--- src/shared/sdc_map.svh ---
`ifndef SDC_MAP_SVH
`define SDC_MAP_SVH

// ************************************************************
// clock and timing
// ************************************************************
`define SDC_CLK_MHZ 125
// least times in ns, rounded up to whole cycles, never below one
`define SDC_TRCD_NS 20
`define SDC_TRP_NS 20
`define SDC_SELF_EXIT_NS 70
`define SDC_CYC_UP(ns) ((((ns) * `SDC_CLK_MHZ + 999) / 1000) < 1 ? 1 : \
  (((ns) * `SDC_CLK_MHZ + 999) / 1000))
`define SDC_TRCD_CYC `SDC_CYC_UP(`SDC_TRCD_NS)
`define SDC_TRP_CYC `SDC_CYC_UP(`SDC_TRP_NS)
`define SDC_SELF_EXIT_CYC `SDC_CYC_UP(`SDC_SELF_EXIT_NS)

// ************************************************************
// command encodings {row strobe, column strobe, write strobe}
// ************************************************************
`define SDC_CMD_MODE 3'h0
`define SDC_CMD_REF 3'h1
`define SDC_CMD_PRE 3'h2
`define SDC_CMD_ACT 3'h3
`define SDC_CMD_WRITE 3'h4
`define SDC_CMD_READ 3'h5
`define SDC_CMD_STOP 3'h6
`define SDC_CMD_NO_OP 3'h7

// ************************************************************
// address fields and reset values
// ************************************************************
`define SDC_AP_BIT 10
`define SDC_COL_MSB 7
`define SDC_BL_MSB 2
`define SDC_MODE_RST 12'h000
`define SDC_ROW_RST 12'h000

`endif

--- src/shared/sdc_pkg.sv ---
`default_nettype none

package sdc_pkg;

  typedef enum logic [2:0] {
    BK_IDLE, BK_ACTIVATING, BK_ACTIVE, BK_READ, BK_WRITE,
    BK_READ_AP, BK_WRITE_AP, BK_PRECHARGING
  } sdc_bank_t;

  typedef enum logic [2:0] {
    PS_NORMAL, PS_PDOWN, PS_SELF, PS_XSR, PS_SUSP
  } sdc_pwr_t;

endpackage
`default_nettype wire

--- src/logic/sdc_bank.sv ---
`timescale 1ns/1ns
`default_nettype none
`include "sdc_map.svh"

module sdc_bank (
  // clock and reset
  input wire logic clk_i,
  input wire logic rst_n_i,
  // decoded commands for this bank
  input wire logic hold_i,
  input wire logic act_i,
  input wire logic rd_i,
  input wire logic wr_i,
  input wire logic pre_i,
  input wire logic ap_i,
  input wire logic stop_i,
  input wire logic done_i,
  // state
  output var sdc_pkg::sdc_bank_t state_o
);
  import sdc_pkg::*;

  sdc_bank_t state_q, state_d;
  logic [3:0] timer_q, timer_d;
  wire logic timer_zero = (timer_q == 4'h0);
  wire logic access = rd_i | wr_i;
  wire sdc_bank_t access_state = rd_i ? (ap_i ? BK_READ_AP : BK_READ) :
                                        (ap_i ? BK_WRITE_AP : BK_WRITE);

  assign state_o = state_q;

  always_comb begin
    state_d = state_q;
    timer_d = timer_zero ? timer_q : timer_q - 4'h1;
    // clock suspend freezes the whole bank, timers included
    if (hold_i) begin
      timer_d = timer_q;
    end else begin
      case (state_q)
        BK_IDLE: begin
          if (act_i) begin
            state_d = BK_ACTIVATING;
            timer_d = 4'(`SDC_TRCD_CYC - 1);
          end
        end
        BK_ACTIVATING: begin
          if (timer_zero) begin
            state_d = BK_ACTIVE;
          end
        end
        BK_ACTIVE: begin
          if (pre_i) begin
            state_d = BK_PRECHARGING;
            timer_d = 4'(`SDC_TRP_CYC - 1);
          end else if (access) begin
            state_d = access_state;
          end
        end
        BK_READ, BK_WRITE: begin
          // precharge truncates, a new access restarts, stop or end returns
          if (pre_i) begin
            state_d = BK_PRECHARGING;
            timer_d = 4'(`SDC_TRP_CYC - 1);
          end else if (access) begin
            state_d = access_state;
          end else if (stop_i || done_i) begin
            state_d = BK_ACTIVE;
          end
        end
        BK_READ_AP, BK_WRITE_AP: begin
          if (pre_i || stop_i || done_i) begin
            state_d = BK_PRECHARGING;
            timer_d = 4'(`SDC_TRP_CYC - 1);
          end
        end
        BK_PRECHARGING: begin
          if (timer_zero) begin
            state_d = BK_IDLE;
          end
        end
        default: begin
          state_d = BK_IDLE;
        end
      endcase
    end
  end

  always_ff @(posedge clk_i or negedge rst_n_i) begin
    if (!rst_n_i) begin
      state_q <= BK_IDLE;
      timer_q <= 4'h0;
    end else begin
      state_q <= state_d;
      timer_q <= timer_d;
    end
  end

endmodule
`default_nettype wire

--- src/logic/sdc_top.sv ---
// How it works
// - mode load copies all twelve address lines into the mode register
// - activate opens the addressed row in the selected bank until precharge
// - chip select high or all strobes high does nothing new
// - strobe levels decode into activate, read, write, stop, precharge, refresh, mode
// - reads and writes take column bits 7:0, bank, and per-command auto precharge
// - precharge closes the selected bank, or all banks when the flag is high; a bank still activating ignores it
// - refresh encoding auto refreshes with clock enable high, self refreshes when low
// - refresh rows come from an internal counter; other inputs ignored
// - byte mask applies to write data at once, to read data two clocks later
// - actions depend on current and previous clock enable, command and state
// - clock enable high with no-operation leaves power-down on the next edge
// - self refresh exit waits the recovery time before reaching idle
// - clock enable high ends clock suspend; next edge takes commands
// - read burst: new access restarts, stop ends, precharge truncates
// - write burst: new access restarts, stop ends, precharge truncates
`timescale 1ns/1ns
`default_nettype none
`include "sdc_map.svh"

module sdc_top (
  // clock and reset
  input wire logic SYS_CLK_I,
  input wire logic RST_N_I,
  // command pins, driven on the same clock by the controller
  input wire logic CKE_I,
  input wire logic CS_N_I,
  input wire logic RAS_N_I,
  input wire logic CAS_N_I,
  input wire logic WE_N_I,
  input wire logic [1:0] BANK_SELECT_I,
  input wire logic [11:0] ADDRESS_LINES_I,
  input wire logic [1:0] DQM_I,
  // configuration and row tracking
  output logic [11:0] MODE_REG_O,
  output logic [11:0] ACT_ROW_O,
  output logic [1:0] ACT_BANK_O,
  // access strobes
  output logic RD_START_O,
  output logic WR_START_O,
  output logic [7:0] COL_O,
  output logic [1:0] ACC_BANK_O,
  output logic AUTO_PRE_O,
  output logic BURST_STOP_O,
  output logic [1:0] WR_MASK_O,
  output logic [1:0] RD_MASK_O,
  // refresh
  output logic REFRESH_O,
  output logic [11:0] REFRESH_ROW_O,
  // state
  output var sdc_pkg::sdc_pwr_t PWR_STATE_O,
  output logic [11:0] BANK_STATE_O
);
  import sdc_pkg::*;

  // ************************************************************
  // command decode
  // ************************************************************
  logic cke_q;
  sdc_pwr_t pwr_q, pwr_d;
  logic [3:0] xsr_q, xsr_d;
  logic bursting_q;
  logic [8:0] burst_cnt_q;
  logic [1:0] burst_bank_q;
  logic [1:0] rd_mask_p_q;
  sdc_bank_t bank_state [4];

  wire logic [2:0] strobes = {RAS_N_I, CAS_N_I, WE_N_I};
  wire logic is_idle_cmd = CS_N_I | (strobes == `SDC_CMD_NO_OP);
  wire logic sel = ~CS_N_I;
  wire logic live = (pwr_q == PS_NORMAL) & cke_q & CKE_I;
  wire logic c_mode = live & sel & (strobes == `SDC_CMD_MODE);
  wire logic c_ref = live & sel & (strobes == `SDC_CMD_REF);
  wire logic c_pre = live & sel & (strobes == `SDC_CMD_PRE);
  wire logic c_act = live & sel & (strobes == `SDC_CMD_ACT);
  wire logic c_wr = live & sel & (strobes == `SDC_CMD_WRITE);
  wire logic c_rd = live & sel & (strobes == `SDC_CMD_READ);
  wire logic c_stop = live & sel & (strobes == `SDC_CMD_STOP) & bursting_q;
  wire logic ap = ADDRESS_LINES_I[`SDC_AP_BIT];
  wire logic access = c_rd | c_wr;
  wire logic susp = (pwr_q == PS_SUSP);
  wire logic cke_drop = (pwr_q == PS_NORMAL) & cke_q & ~CKE_I;
  wire logic ref_drop = sel & (strobes == `SDC_CMD_REF);

  function automatic logic [8:0] burst_len(input logic [11:0] mode);
    case (mode[`SDC_BL_MSB:0])
      3'h0: burst_len = 9'h001;
      3'h1: burst_len = 9'h002;
      3'h2: burst_len = 9'h004;
      3'h3: burst_len = 9'h008;
      default: burst_len = 9'h100;
    endcase
  endfunction

  // ************************************************************
  // banks
  // ************************************************************
  logic all_idle;
  always_comb begin
    all_idle = 1'b1;
    for (int b = 0; b < 4; b++) begin
      all_idle = all_idle & (bank_state[b] == BK_IDLE);
    end
  end

  // a burst ends on its last beat, or when another access interrupts it
  wire logic burst_end = bursting_q & ~susp & ((burst_cnt_q == 9'h000) | access);

  for (genvar b = 0; b < 4; b++) begin : g_bank
    wire logic hit = (BANK_SELECT_I == 2'(b));
    wire logic mine = (burst_bank_q == 2'(b));
    sdc_bank u_bank (
      .clk_i(SYS_CLK_I),
      .rst_n_i(RST_N_I),
      .hold_i(susp),
      .act_i(c_act & hit),
      .rd_i(c_rd & hit),
      .wr_i(c_wr & hit),
      .pre_i(c_pre & (ap | hit)),
      .ap_i(ap),
      .stop_i(c_stop & mine),
      .done_i(burst_end & mine & ~(access & hit)),
      .state_o(bank_state[b])
    );
    assign BANK_STATE_O[3*b +: 3] = bank_state[b];
  end

  // ************************************************************
  // power state
  // ************************************************************
  always_comb begin
    pwr_d = pwr_q;
    xsr_d = (xsr_q == 4'h0) ? xsr_q : xsr_q - 4'h1;
    case (pwr_q)
      PS_NORMAL: begin
        if (cke_drop) begin
          if (all_idle && ref_drop) begin
            pwr_d = PS_SELF;
          end else if (all_idle && is_idle_cmd) begin
            pwr_d = PS_PDOWN;
          end else if (bursting_q) begin
            pwr_d = PS_SUSP;
          end
        end
      end
      PS_PDOWN: begin
        if (CKE_I && is_idle_cmd) begin
          pwr_d = PS_NORMAL;
        end
      end
      PS_SELF: begin
        if (CKE_I && is_idle_cmd) begin
          pwr_d = PS_XSR;
          xsr_d = 4'(`SDC_SELF_EXIT_CYC - 1);
        end
      end
      PS_XSR: begin
        if (xsr_q == 4'h0) begin
          pwr_d = PS_NORMAL;
        end
      end
      PS_SUSP: begin
        if (CKE_I) begin
          pwr_d = PS_NORMAL;
        end
      end
      default: begin
        pwr_d = PS_NORMAL;
      end
    endcase
  end

  assign PWR_STATE_O = pwr_q;

  always_ff @(posedge SYS_CLK_I or negedge RST_N_I) begin
    if (!RST_N_I) begin
      cke_q <= 1'b1;
      pwr_q <= PS_NORMAL;
      xsr_q <= 4'h0;
    end else begin
      cke_q <= CKE_I;
      pwr_q <= pwr_d;
      xsr_q <= xsr_d;
    end
  end

  // ************************************************************
  // burst tracking
  // ************************************************************
  // the counter stands still during clock suspend, so a burst resumes intact
  always_ff @(posedge SYS_CLK_I or negedge RST_N_I) begin
    if (!RST_N_I) begin
      bursting_q <= 1'b0;
      burst_cnt_q <= 9'h000;
      burst_bank_q <= 2'h0;
    end else if (access) begin
      bursting_q <= 1'b1;
      burst_cnt_q <= burst_len(MODE_REG_O) - 9'h001;
      burst_bank_q <= BANK_SELECT_I;
    end else if (c_stop || (c_pre && (ap || BANK_SELECT_I == burst_bank_q))) begin
      bursting_q <= 1'b0;
    end else if (burst_end) begin
      bursting_q <= 1'b0;
    end else if (bursting_q && !susp) begin
      burst_cnt_q <= burst_cnt_q - 9'h001;
    end
  end

  // ************************************************************
  // registered outputs
  // ************************************************************
  always_ff @(posedge SYS_CLK_I or negedge RST_N_I) begin
    if (!RST_N_I) begin
      MODE_REG_O <= `SDC_MODE_RST;
      ACT_ROW_O <= 12'h000;
      ACT_BANK_O <= 2'h0;
    end else if (c_mode) begin
      MODE_REG_O <= ADDRESS_LINES_I;
    end else if (c_act) begin
      ACT_ROW_O <= ADDRESS_LINES_I;
      ACT_BANK_O <= BANK_SELECT_I;
    end
  end

  always_ff @(posedge SYS_CLK_I or negedge RST_N_I) begin
    if (!RST_N_I) begin
      RD_START_O <= 1'b0;
      WR_START_O <= 1'b0;
      COL_O <= 8'h00;
      ACC_BANK_O <= 2'h0;
      AUTO_PRE_O <= 1'b0;
      BURST_STOP_O <= 1'b0;
      WR_MASK_O <= 2'h0;
    end else begin
      RD_START_O <= c_rd;
      WR_START_O <= c_wr;
      BURST_STOP_O <= c_stop;
      if (access) begin
        COL_O <= ADDRESS_LINES_I[`SDC_COL_MSB:0];
        ACC_BANK_O <= BANK_SELECT_I;
        AUTO_PRE_O <= ap;
        WR_MASK_O <= DQM_I;
      end
    end
  end

  // read mask lags its registration by two edges
  always_ff @(posedge SYS_CLK_I or negedge RST_N_I) begin
    if (!RST_N_I) begin
      rd_mask_p_q <= 2'h0;
      RD_MASK_O <= 2'h0;
    end else begin
      rd_mask_p_q <= DQM_I;
      RD_MASK_O <= rd_mask_p_q;
    end
  end

  // address lines are never looked at here: the row counter supplies the row
  wire logic ref_go = c_ref | (cke_drop & all_idle & ref_drop);
  always_ff @(posedge SYS_CLK_I or negedge RST_N_I) begin
    if (!RST_N_I) begin
      REFRESH_O <= 1'b0;
      REFRESH_ROW_O <= `SDC_ROW_RST;
    end else begin
      REFRESH_O <= ref_go;
      if (ref_go) begin
        REFRESH_ROW_O <= REFRESH_ROW_O + 12'h001;
      end
    end
  end
endmodule
`default_nettype wire

--- config.mk ---
export PLATFORM = sky130hd
export DESIGN_NAME = sdc_top
export DESIGN_NICKNAME = d
export VERILOG_FILES = /design/src/shared/sdc_pkg.sv /design/src/logic/sdc_bank.sv /design/src/logic/sdc_top.sv
export VERILOG_INCLUDE_DIRS = /design/src /design/src/shared
export SDC_FILE = /design/constraint.sdc
export NUM_CORES = 1
export LEC_CHECK = 0
export ABC_AREA = 1
export BUFFER_PORTS_ARGS = -buffer_cell sky130_fd_sc_hd__buf_2
export CORE_UTILIZATION = 45
export CTS_BUF_LIST = sky130_fd_sc_hd__clkbuf_8 sky130_fd_sc_hd__clkbuf_16
export CTS_CLUSTER_SIZE = 20
export DETAILED_ROUTE_END_ITERATION = 7
export PLACE_DENSITY = 0.66
export SLEW_MARGIN = 20
export SYNTH_ARGS = -nofsm -noshare
export SYNTH_HDL_FRONTEND = slang
export SYNTH_SLANG_ARGS = --single-unit
--- constraint.sdc ---
create_clock -name SYS_CLK_I -period 2.4 [get_ports SYS_CLK_I]
set_clock_uncertainty 0.15 [all_clocks]
set_input_delay 0.12 -clock SYS_CLK_I [delete_from_list [all_inputs] [get_ports SYS_CLK_I]]
set_output_delay 0.12 -clock SYS_CLK_I [all_outputs]
set_load 0.02 [all_outputs]
## Yosys cells after proc, flatten, opt, wreduce, memory -nomap -nowiden

Cells that the tools add are included.

| storage, ports and cells | value |
|---|---|
| bits in writable memories | 0 |
| logic and storage cells | 331 |
| input bits | 23 |
| bits in latches | 0 |
| memories | 0 |
| memory bits (read-only) | 0 |
| register bits after elaboration | 105 |
| output and inout port bits | 72 |

| operators by class | value |
|---|---|
| order comparisons | 0 |
| mux-type cells | 87 |
| divide/modulo/power cells | 0 |
| multiply operators | 0 |
| bitwise operators | 72 |
| eq/ne operators | 81 |
| shifts and indexed selects | 0 |
| reduce and logical (&&, ||, !) cells | 56 |
| add/subtract/negate cells | 8 |

Operators by type and width:

| cell | number |
|---|---|
| $mux 3 | 49 |
| $mux 4 | 19 |
| $pmux 3 s6 | 4 |
| $eq 3x3->1 const B | 21 |
| $and 1x1->1 | 52 |
| $pmux 4 s3 | 4 |
| $mux 9 | 5 |
| $eq 3x2->1 const B | 14 |
| $pmux 9 s4 | 1 |
| $ne 2x1->1 const B | 16 |
| $reduce_and 7->1 | 4 |
| $eq 3x1->1 const B | 7 |
| $logic_not 3->1 | 7 |
| $logic_not 4->1 | 5 |
| $sub 4x1->4 const B | 5 |
| $sub 9x1->9 const B | 2 |
| $ne 4x1->1 const B | 4 |
| $reduce_or 2->1 | 8 |
| $pmux 3 s5 | 1 |
| $logic_or 1x1->1 | 14 |
| $ne 2x2->1 const B | 7 |
| $add 12x1->12 const B | 1 |
| $ne 3x1->1 const B | 4 |
| $or 1x1->1 | 12 |
| 17 further kinds | 38 |

## Depth between registers and ports, before layout

| logic depth | value |
|---|---|
| depth in word-level cells | 15 |
| depth in mapped cells | 15 |

## Hierarchy

From an unflattened synthesis, not the netlist that was laid out.

| unflattened totals | value |
|---|---|
| cells, all modules | 934 |
| area total of the unflattened synthesis | 6856.6 µm² |

Modules (own cells, without submodules):

| module | area an instance (µm²) | times used | seq. area each (µm²) | cells an instance |
|---|---|---|---|---|
| sdc_top | 3857.4 | 1 | 1928.1 | 481 |
| sdc_bank at g_bank[1].u_bank ... | 767.0 | 3 | 175.2 | 116 |
| sdc_bank at g_bank[0].u_bank | 698.2 | 1 | 175.2 | 105 |

## Worst setup path before layout

No wires, ideal clock.

| timing path | value |
|---|---|
| path kind | register to register |
| start point | reg pwr_q[0] (netlist: PWR_STATE_O[0]) |
| end point | reg burst_cnt_q[6] |
| period minus slack after synthesis | 2.163 ns |
| stages on the path, launching flop included | 15 |
| path slack | 0.237 ns |
| data arrival time | 1.900 ns |
| path buffers | 1 |
| cells stage by stage | dfrtp_1 -> nor2_4 -> nand3_4 -> nor2_8 -> o21ai_4 -> buf_6 -> o21ai_2 -> ha_1 -> nand2_2 -> nor2_2 -> nand2_2 -> nor2_1 -> nand2_1 -> nand2_1 -> inv_1 |

| on the way | value |
|---|---|
| word-level cells in the longest chain between the ends | 10 |
| elaborated cells between the ends (all ways) | 24 |
| those cells by class | eq/ne (3); mux (1); bitwise (13); reduce/logical (7) |

RTL lines:

| element | line | RTL |
|---|---|---|
| start, declared | sdc_top.sv:60 | `sdc_pwr_t pwr_q, pwr_d;` |
| start signal, assigned | sdc_top.sv:182 | `pwr_q <= pwr_d;` |
| $logic_not 3->1 | sdc_top.sv:71 | `wire logic live = (pwr_q == PS_NORMAL) & cke_q & CKE_I;` |
| $and 1x1->1 (2 in a row) | sdc_top.sv:71 |  |
| $and 1x1->1 | -- |  |
| $and 1x1->1, on equally long branches | sdc_top.sv:77, sdc_top.sv:76 |  |
| $or 1x1->1 | sdc_top.sv:80 | `wire logic access = c_rd \| c_wr;` |
| $or 1x1->1 | sdc_top.sv:107 | `wire logic burst_end = bursting_q & ~susp & ((burst_cnt_q == 9'h000) \| access);` |
| $and 1x1->1 | sdc_top.sv:107 |  |
| $ne 2x2->1 (no line) | -- |  |
| $reduce_and 3->1 (no line) | -- |  |
| end signal, assigned | sdc_top.sv:198 | `burst_cnt_q <= burst_len(MODE_REG_O) - 9'h001;` |
| end signal, assigned | sdc_top.sv:205 | `burst_cnt_q <= burst_cnt_q - 9'h001;` |
| end, declared | sdc_top.sv:63 | `logic [8:0] burst_cnt_q;` |

Parallel ways exist; a longest one is shown, timed or not.
A chain may end at the register's enable or synchronous reset.

## Worst setup path after layout

| timing path | value |
|---|---|
| start point | reg pwr_q[2] (netlist: PWR_STATE_O[2]) |
| end point | reg g_bank[2].u_bank.state_q[2] |

| on the way | value |
|---|---|
| word-level cells in the longest chain between the ends | 13 |
| elaborated cells between the ends (all ways) | 40 |
| those cells by class | eq/ne (5); mux (6); bitwise (24); reduce/logical (5) |

RTL lines:

| element | line | RTL |
|---|---|---|
| $logic_not 3->1 | sdc_top.sv:71 |  |
| $and 1x1->1 (2 in a row) | sdc_top.sv:71 |  |
| $and 1x1->1 | -- |  |
| $and 1x1->1, on equally long branches | sdc_top.sv:77, sdc_top.sv:76 |  |
| $or 1x1->1 | sdc_top.sv:80 |  |
| $or 1x1->1 | sdc_top.sv:107 |  |
| $and 1x1->1 | sdc_top.sv:107 |  |
| $and 1x1->1 (2 in a row) | sdc_top.sv:122 | `.done_i(burst_end & mine & ~(access & hit)),` |
| $logic_or 1x1->1, on equally long branches | sdc_bank.sv:66, sdc_bank.sv:71 |  |
| $ne 4x1->1 (no line) / $ne 2x1->1 (equally long branches) | -- |  |
| $reduce_and 7->1 (no line) | -- |  |
| end signal, assigned | sdc_bank.sv:93 | `state_q <= state_d;` |
| end, declared | sdc_bank.sv:23 | `sdc_bank_t state_q, state_d;` |

Parallel ways exist; a longest one is shown, timed or not. The select of a mux whose other input is x is not followed.

==> flow_results.xml <==
<?xml version="1.0" encoding="UTF-8"?>
<metrics>
  <group name="status">
    <metric name="status" unit="">completed</metric>
  </group>
  <group name="routing">
    <metric name="routed_wire_length_per_instance" unit="um">12.79</metric>
    <metric name="drt_iter0_drc" unit="">332</metric>
    <metric name="viasPerCell" unit="">4.903</metric>
    <metric name="drtAntennaViolNets" unit="">0</metric>
    <metric name="finalWirelength" unit="um">15050</metric>
    <metric name="drt_drc_violations_left" unit="">0</metric>
    <metric name="drt_pre_antenna_iters" unit="">4</metric>
    <metric name="num_vias" unit="">5771</metric>
  </group>
  <group name="critical_path">
    <metric name="critical-path-top-cell-by-count" unit="">nand2_1</metric>
    <metric name="worstReg2RegStart" unit="">PWR_STATE_O[2]</metric>
    <metric name="timing_worst_setup_path_type" unit="">reg2reg</metric>
    <metric name="setup.reg_to_reg.worst_slack" unit="ns">0.15</metric>
    <metric name="cp_cell_sequence" unit="">nor2_4 -&gt; nand3_4 -&gt; nor2_8 -&gt; o21ai_4 -&gt; buf_4 -&gt; a21oi_4 -&gt; nand2_1 -&gt; nand3b_1 -&gt; nand2_1 -&gt; inv_2 -&gt; nand2_1 -&gt; nand2_1 -&gt; nand2_1</metric>
    <metric name="critPathRequiredTime" unit="ns">2.50</metric>
    <metric name="cp_data_arrival_time" unit="ns">2.35</metric>
    <metric name="path_max_fanout" unit="">8</metric>
    <metric name="critPathSlowestCell" unit="">dfrtp_1</metric>
    <metric name="worstRegToRegCells" unit="">13</metric>
    <metric name="crit_path_end_kind" unit="">register</metric>
    <metric name="endpoint_of_the_worst_register_to_register_path" unit="">g_bank[2].u_bank.state_o[2]</metric>
    <metric name="worst_setup_path_start_kind" unit="">register</metric>
    <metric name="max_stage_delay" unit="ns">0.43</metric>
  </group>
  <group name="cells_and_area">
    <metric name="utilization_after_layout" unit="">0.5647</metric>
    <metric name="post_route_cells_drive_above_1_share" unit="">0.1708</metric>
    <metric name="instances_no_fill" unit="">1177</metric>
    <metric name="n_antenna_cell" unit="">0</metric>
    <metric name="syn2layout_area_growth" unit="%">21.35</metric>
    <metric name="fin_area" unit="um^2">7537</metric>
    <metric name="nNetsFinal" unit="">1031</metric>
  </group>
  <group name="timing">
    <metric name="timing.setup.tns" unit="ns">0</metric>
    <metric name="setup_ws" unit="ns">0.1455</metric>
    <metric name="min_period_over_period" unit="">0.9394</metric>
    <metric name="setup_viol" unit="">0</metric>
    <metric name="maxSlewHeadroom" unit="">0.5817</metric>
    <metric name="finalCriticalPeriod" unit="ns">2.254</metric>
    <metric name="finalHoldViolations" unit="">0</metric>
    <metric name="timing_worst_slew_pin_value" unit="ns">0.6274</metric>
    <metric name="achievable-frequency" unit="MHz">443.6</metric>
    <metric name="rsz0062_at_grt" unit="">false</metric>
    <metric name="timing.final.max_slew_violations" unit="">0</metric>
  </group>
  <group name="grt">
    <metric name="wire_length_of_the_first_global_routing_pass" unit="um">25680</metric>
    <metric name="grt_remaining_overflow" unit="">0</metric>
    <metric name="grt_pass1_vias" unit="">5627</metric>
    <metric name="grt.total_usage" unit="">0.2249</metric>
    <metric name="antenna_violations_before_repair" unit="">0</metric>
    <metric name="grt_max_degree" unit="">47</metric>
  </group>
  <group name="synthesis">
    <metric name="synthesis.area_per_instance" unit="um^2">7.197</metric>
    <metric name="register_area_share_after_synthesis" unit="">0.4232</metric>
    <metric name="synthArstFlopShare" unit="">1.000</metric>
    <metric name="ys_warn_count" unit="">0</metric>
    <metric name="synthTopCellsByArea" unit="">dfrtp_1 42%, nand2_1 17%, inv_1 7.6%</metric>
    <metric name="synth-edff-count" unit="">0</metric>
    <metric name="yosys.area.top_type" unit="">dfrtp_1</metric>
    <metric name="cell_count_after_synthesis" unit="">863</metric>
    <metric name="synth-seq-cells" unit="">105</metric>
    <metric name="synthFlopType" unit="">dfrtp_1</metric>
    <metric name="synth_nets" unit="">897</metric>
    <metric name="total_standard_cell_area_after_synthesis" unit="um^2">6211</metric>
    <metric name="synth_cell_type_count" unit="">47</metric>
    <metric name="netlist.area_leader.share" unit="">0.4190</metric>
  </group>
  <group name="cts">
    <metric name="cts_inserted_buffers" unit="">9</metric>
    <metric name="cts_buffer_depth" unit="">2</metric>
    <metric name="cts.htree.levels" unit="">3</metric>
    <metric name="clk_pin_slew_worst_paths" unit="ns">0.07</metric>
    <metric name="tritoncts" unit="">done</metric>
    <metric name="worstSkewPairLatency" unit="ns">0.36</metric>
    <metric name="clock_tree.root_cell" unit="">clkbuf_16</metric>
    <metric name="clock_sinks" unit="">105</metric>
  </group>
  <group name="place">
    <metric name="dp_cells" unit="">1136</metric>
    <metric name="dp.final_hpwl" unit="um">11080</metric>
    <metric name="port-buffer-count" unit="">94</metric>
    <metric name="detailedPlace.worstSlack" unit="ns">0.1220</metric>
    <metric name="placedInstanceArea" unit="um^2">6973</metric>
    <metric name="gp_congestion" unit="">0.8936</metric>
  </group>
  <group name="power_and_ir_drop">
    <metric name="ir_worst_vdd" unit="mV">0.7188</metric>
    <metric name="power.density" unit="nW/um^2">1279</metric>
    <metric name="static-leakage-power" unit="nW">4.229</metric>
  </group>
  <group name="worst_hold_path">
    <metric name="min_to" unit="">ACC_BANK_O[0]</metric>
    <metric name="min_path_type" unit="">in2reg</metric>
    <metric name="min_path_cells" unit="">3</metric>
    <metric name="worst_hold_startpoint" unit="">BANK_SELECT_I[0]</metric>
  </group>
  <group name="die">
    <metric name="die_w" unit="um">119.5</metric>
    <metric name="core_region_area" unit="um^2">13350</metric>
    <metric name="fp.dieH" unit="um">119.5</metric>
    <metric name="row_count" unit="">42</metric>
    <metric name="floorplan.die_area" unit="um^2">14280</metric>
    <metric name="initial_utilization" unit="">0.4653</metric>
    <metric name="boundaryPins" unit="">95</metric>
  </group>
  <group name="flow_run">
    <metric name="max_cap_violations" unit="">0</metric>
  </group>
</metrics>
-- critical path, delay by kind of cell (launching register included) --
| family | cells | cell delay (ns) |
|---|---|---|
| buffers and inverters | 2 | 0.27 |
| flip-flops | 1 | 0.43 |
| AND/OR/NAND/NOR | 9 | 0.94 |
| AO/OA/AOI/OAI | 2 | 0.37 |
-- registers in the layout, indices dropped and copies added (netlist names) --
name / flops
ACC_BANK_O: 2
ACT_BANK_O: 2
ACT_ROW_O: 12
AUTO_PRE_O: 1
BURST_STOP_O: 1
COL_O: 8
MODE_REG_O: 12
PWR_STATE_O: 3
RD_MASK_O: 2
RD_START_O: 1
REFRESH_O: 1
REFRESH_ROW_O: 12
WR_MASK_O: 2
WR_START_O: 1
burst_cnt_q: 9
bursting_q: 1
cke_q: 1
g_bank.u_bank.state_o: 12
g_bank.u_bank.timer_q: 16
rd_mask_p_q: 2
xsr_q: 4
-- cells in the mapped netlist (all sizes together), types with 4 or more instances --
library cell,n
a211oi,4
a21oi,28
a31oi,4
buf,6
clkbuf,8
dfrtp,104
ha,11
inv,131
nand2,286
nand3,54
nand3b,5
nand4,18
nor2,69
nor3,18
o21ai,73
xor2,21
-- worst max-delay path by stage --
stage / from / end / slack (ns)
2_1_floorplan: PWR_STATE_O[0] / burst_cnt_q[6] / 0.24
3_3_place_gp: PWR_STATE_O[2] / g_bank[1].u_bank.state_o[0] / 0.18
3_5_place_dp: PWR_STATE_O[2] / g_bank[1].u_bank.state_o[2] / 0.12
4_1_cts: CAS_N_I / burst_cnt_q[6] / 0.09
5_1_grt: PWR_STATE_O[2] / g_bank[1].u_bank.state_o[1] / 0.001
6_report: PWR_STATE_O[2] / g_bank[2].u_bank.state_o[2] / 0.15
-- cell usage in the layout, fill, tap and decap left out, types with 2 or more instances in the layout --
cell type,netlist,final
nor2_1,60,60
dfrtp_1,104,104
buf_4,2,24
clkbuf_16,0,9
nand2_1,278,275
nand2_2,8,11
a41oi_1,3,3
buf_2,3,93
xnor2_1,3,3
nor2_2,6,5
nand3b_1,5,5
nand4_1,18,18
a21oi_1,27,27
nor2_4,2,3
inv_6,0,3
nand3_1,53,53
ha_1,11,11
o21ai_0,67,67
inv_2,5,6
xor2_1,21,21
o21ai_1,3,2
o21ai_2,2,3
nor3_1,16,16
a31oi_1,4,4
inv_1,126,126
a211oi_1,4,4
dlygate4sd3_1,0,18
and2_1,2,2
-- area by class of cell --
cell class                      instances  area (um^2)
Timing Repair Buffer                  137        857.1
Clock inverter                          6        65.06
Clock buffer                            9        225.2
Tap cell                              176        220.2
Fill cell                            1316         5811
Sequential cell                       105         2629
Multi-Input combinational cell        612         3045
Inverter                              132        495.5
-- per-stage QoR --
stage               hold WS (ns)  total power, mW
floorplan                -0.3256            6.746
global placement         0.03364            8.043
detailed placement       0.03367            8.107
CTS                     0.003780            9.673
global route             0.05237            10.58
finish                   0.02185            9.641
-- per-layer routing --
metal	share of wire	global-route usage	wire length, um	up-vias
li1	-	-	-	3002
met1	0.48	0.2937	7216	2638
met2	0.45	0.3584	6842	118
met3	0.054	0.06849	817	13
met4	0.012	0.06563	174	0
met5	0	0	0	-
-- what timing repair did --
item | 4_1_cts | 5_1_grt
buffers inserted | 0 | 8
hold buffers | 18 | 0
endpoints found under the hold margin | 81 | 0
endpoints found under the setup margin | 0 | 12
gates resized for setup | 0 | 10
-- cells by family (layout without fill, tap and decap cells) --
group	after synthesis	count (layout)	share of synthesized area
AOI/OAI and AO/OA	120	120	0.1080
xor gates and xnor gates	24	24	0.03385
adders and majority gates	11	11	0.02216
buffers and inverters	146	284	0.09125
DFF	105	105	0.4232
muxes	1	1	0.001813
and+or+nand+nor	456	456	0.3197
-- where the power goes --
part | leakage [nW] | switching (mW) | internal [mW] | total [mW]
clock network | 0.148 | 0.690 | 0.809 | 1.50
registers | 1.32 | 0.564 | 2.45 | 3.02
logic | 2.76 | 3.27 | 1.86 | 5.12
No activity file was read; power rests on OpenSTA's default activity.
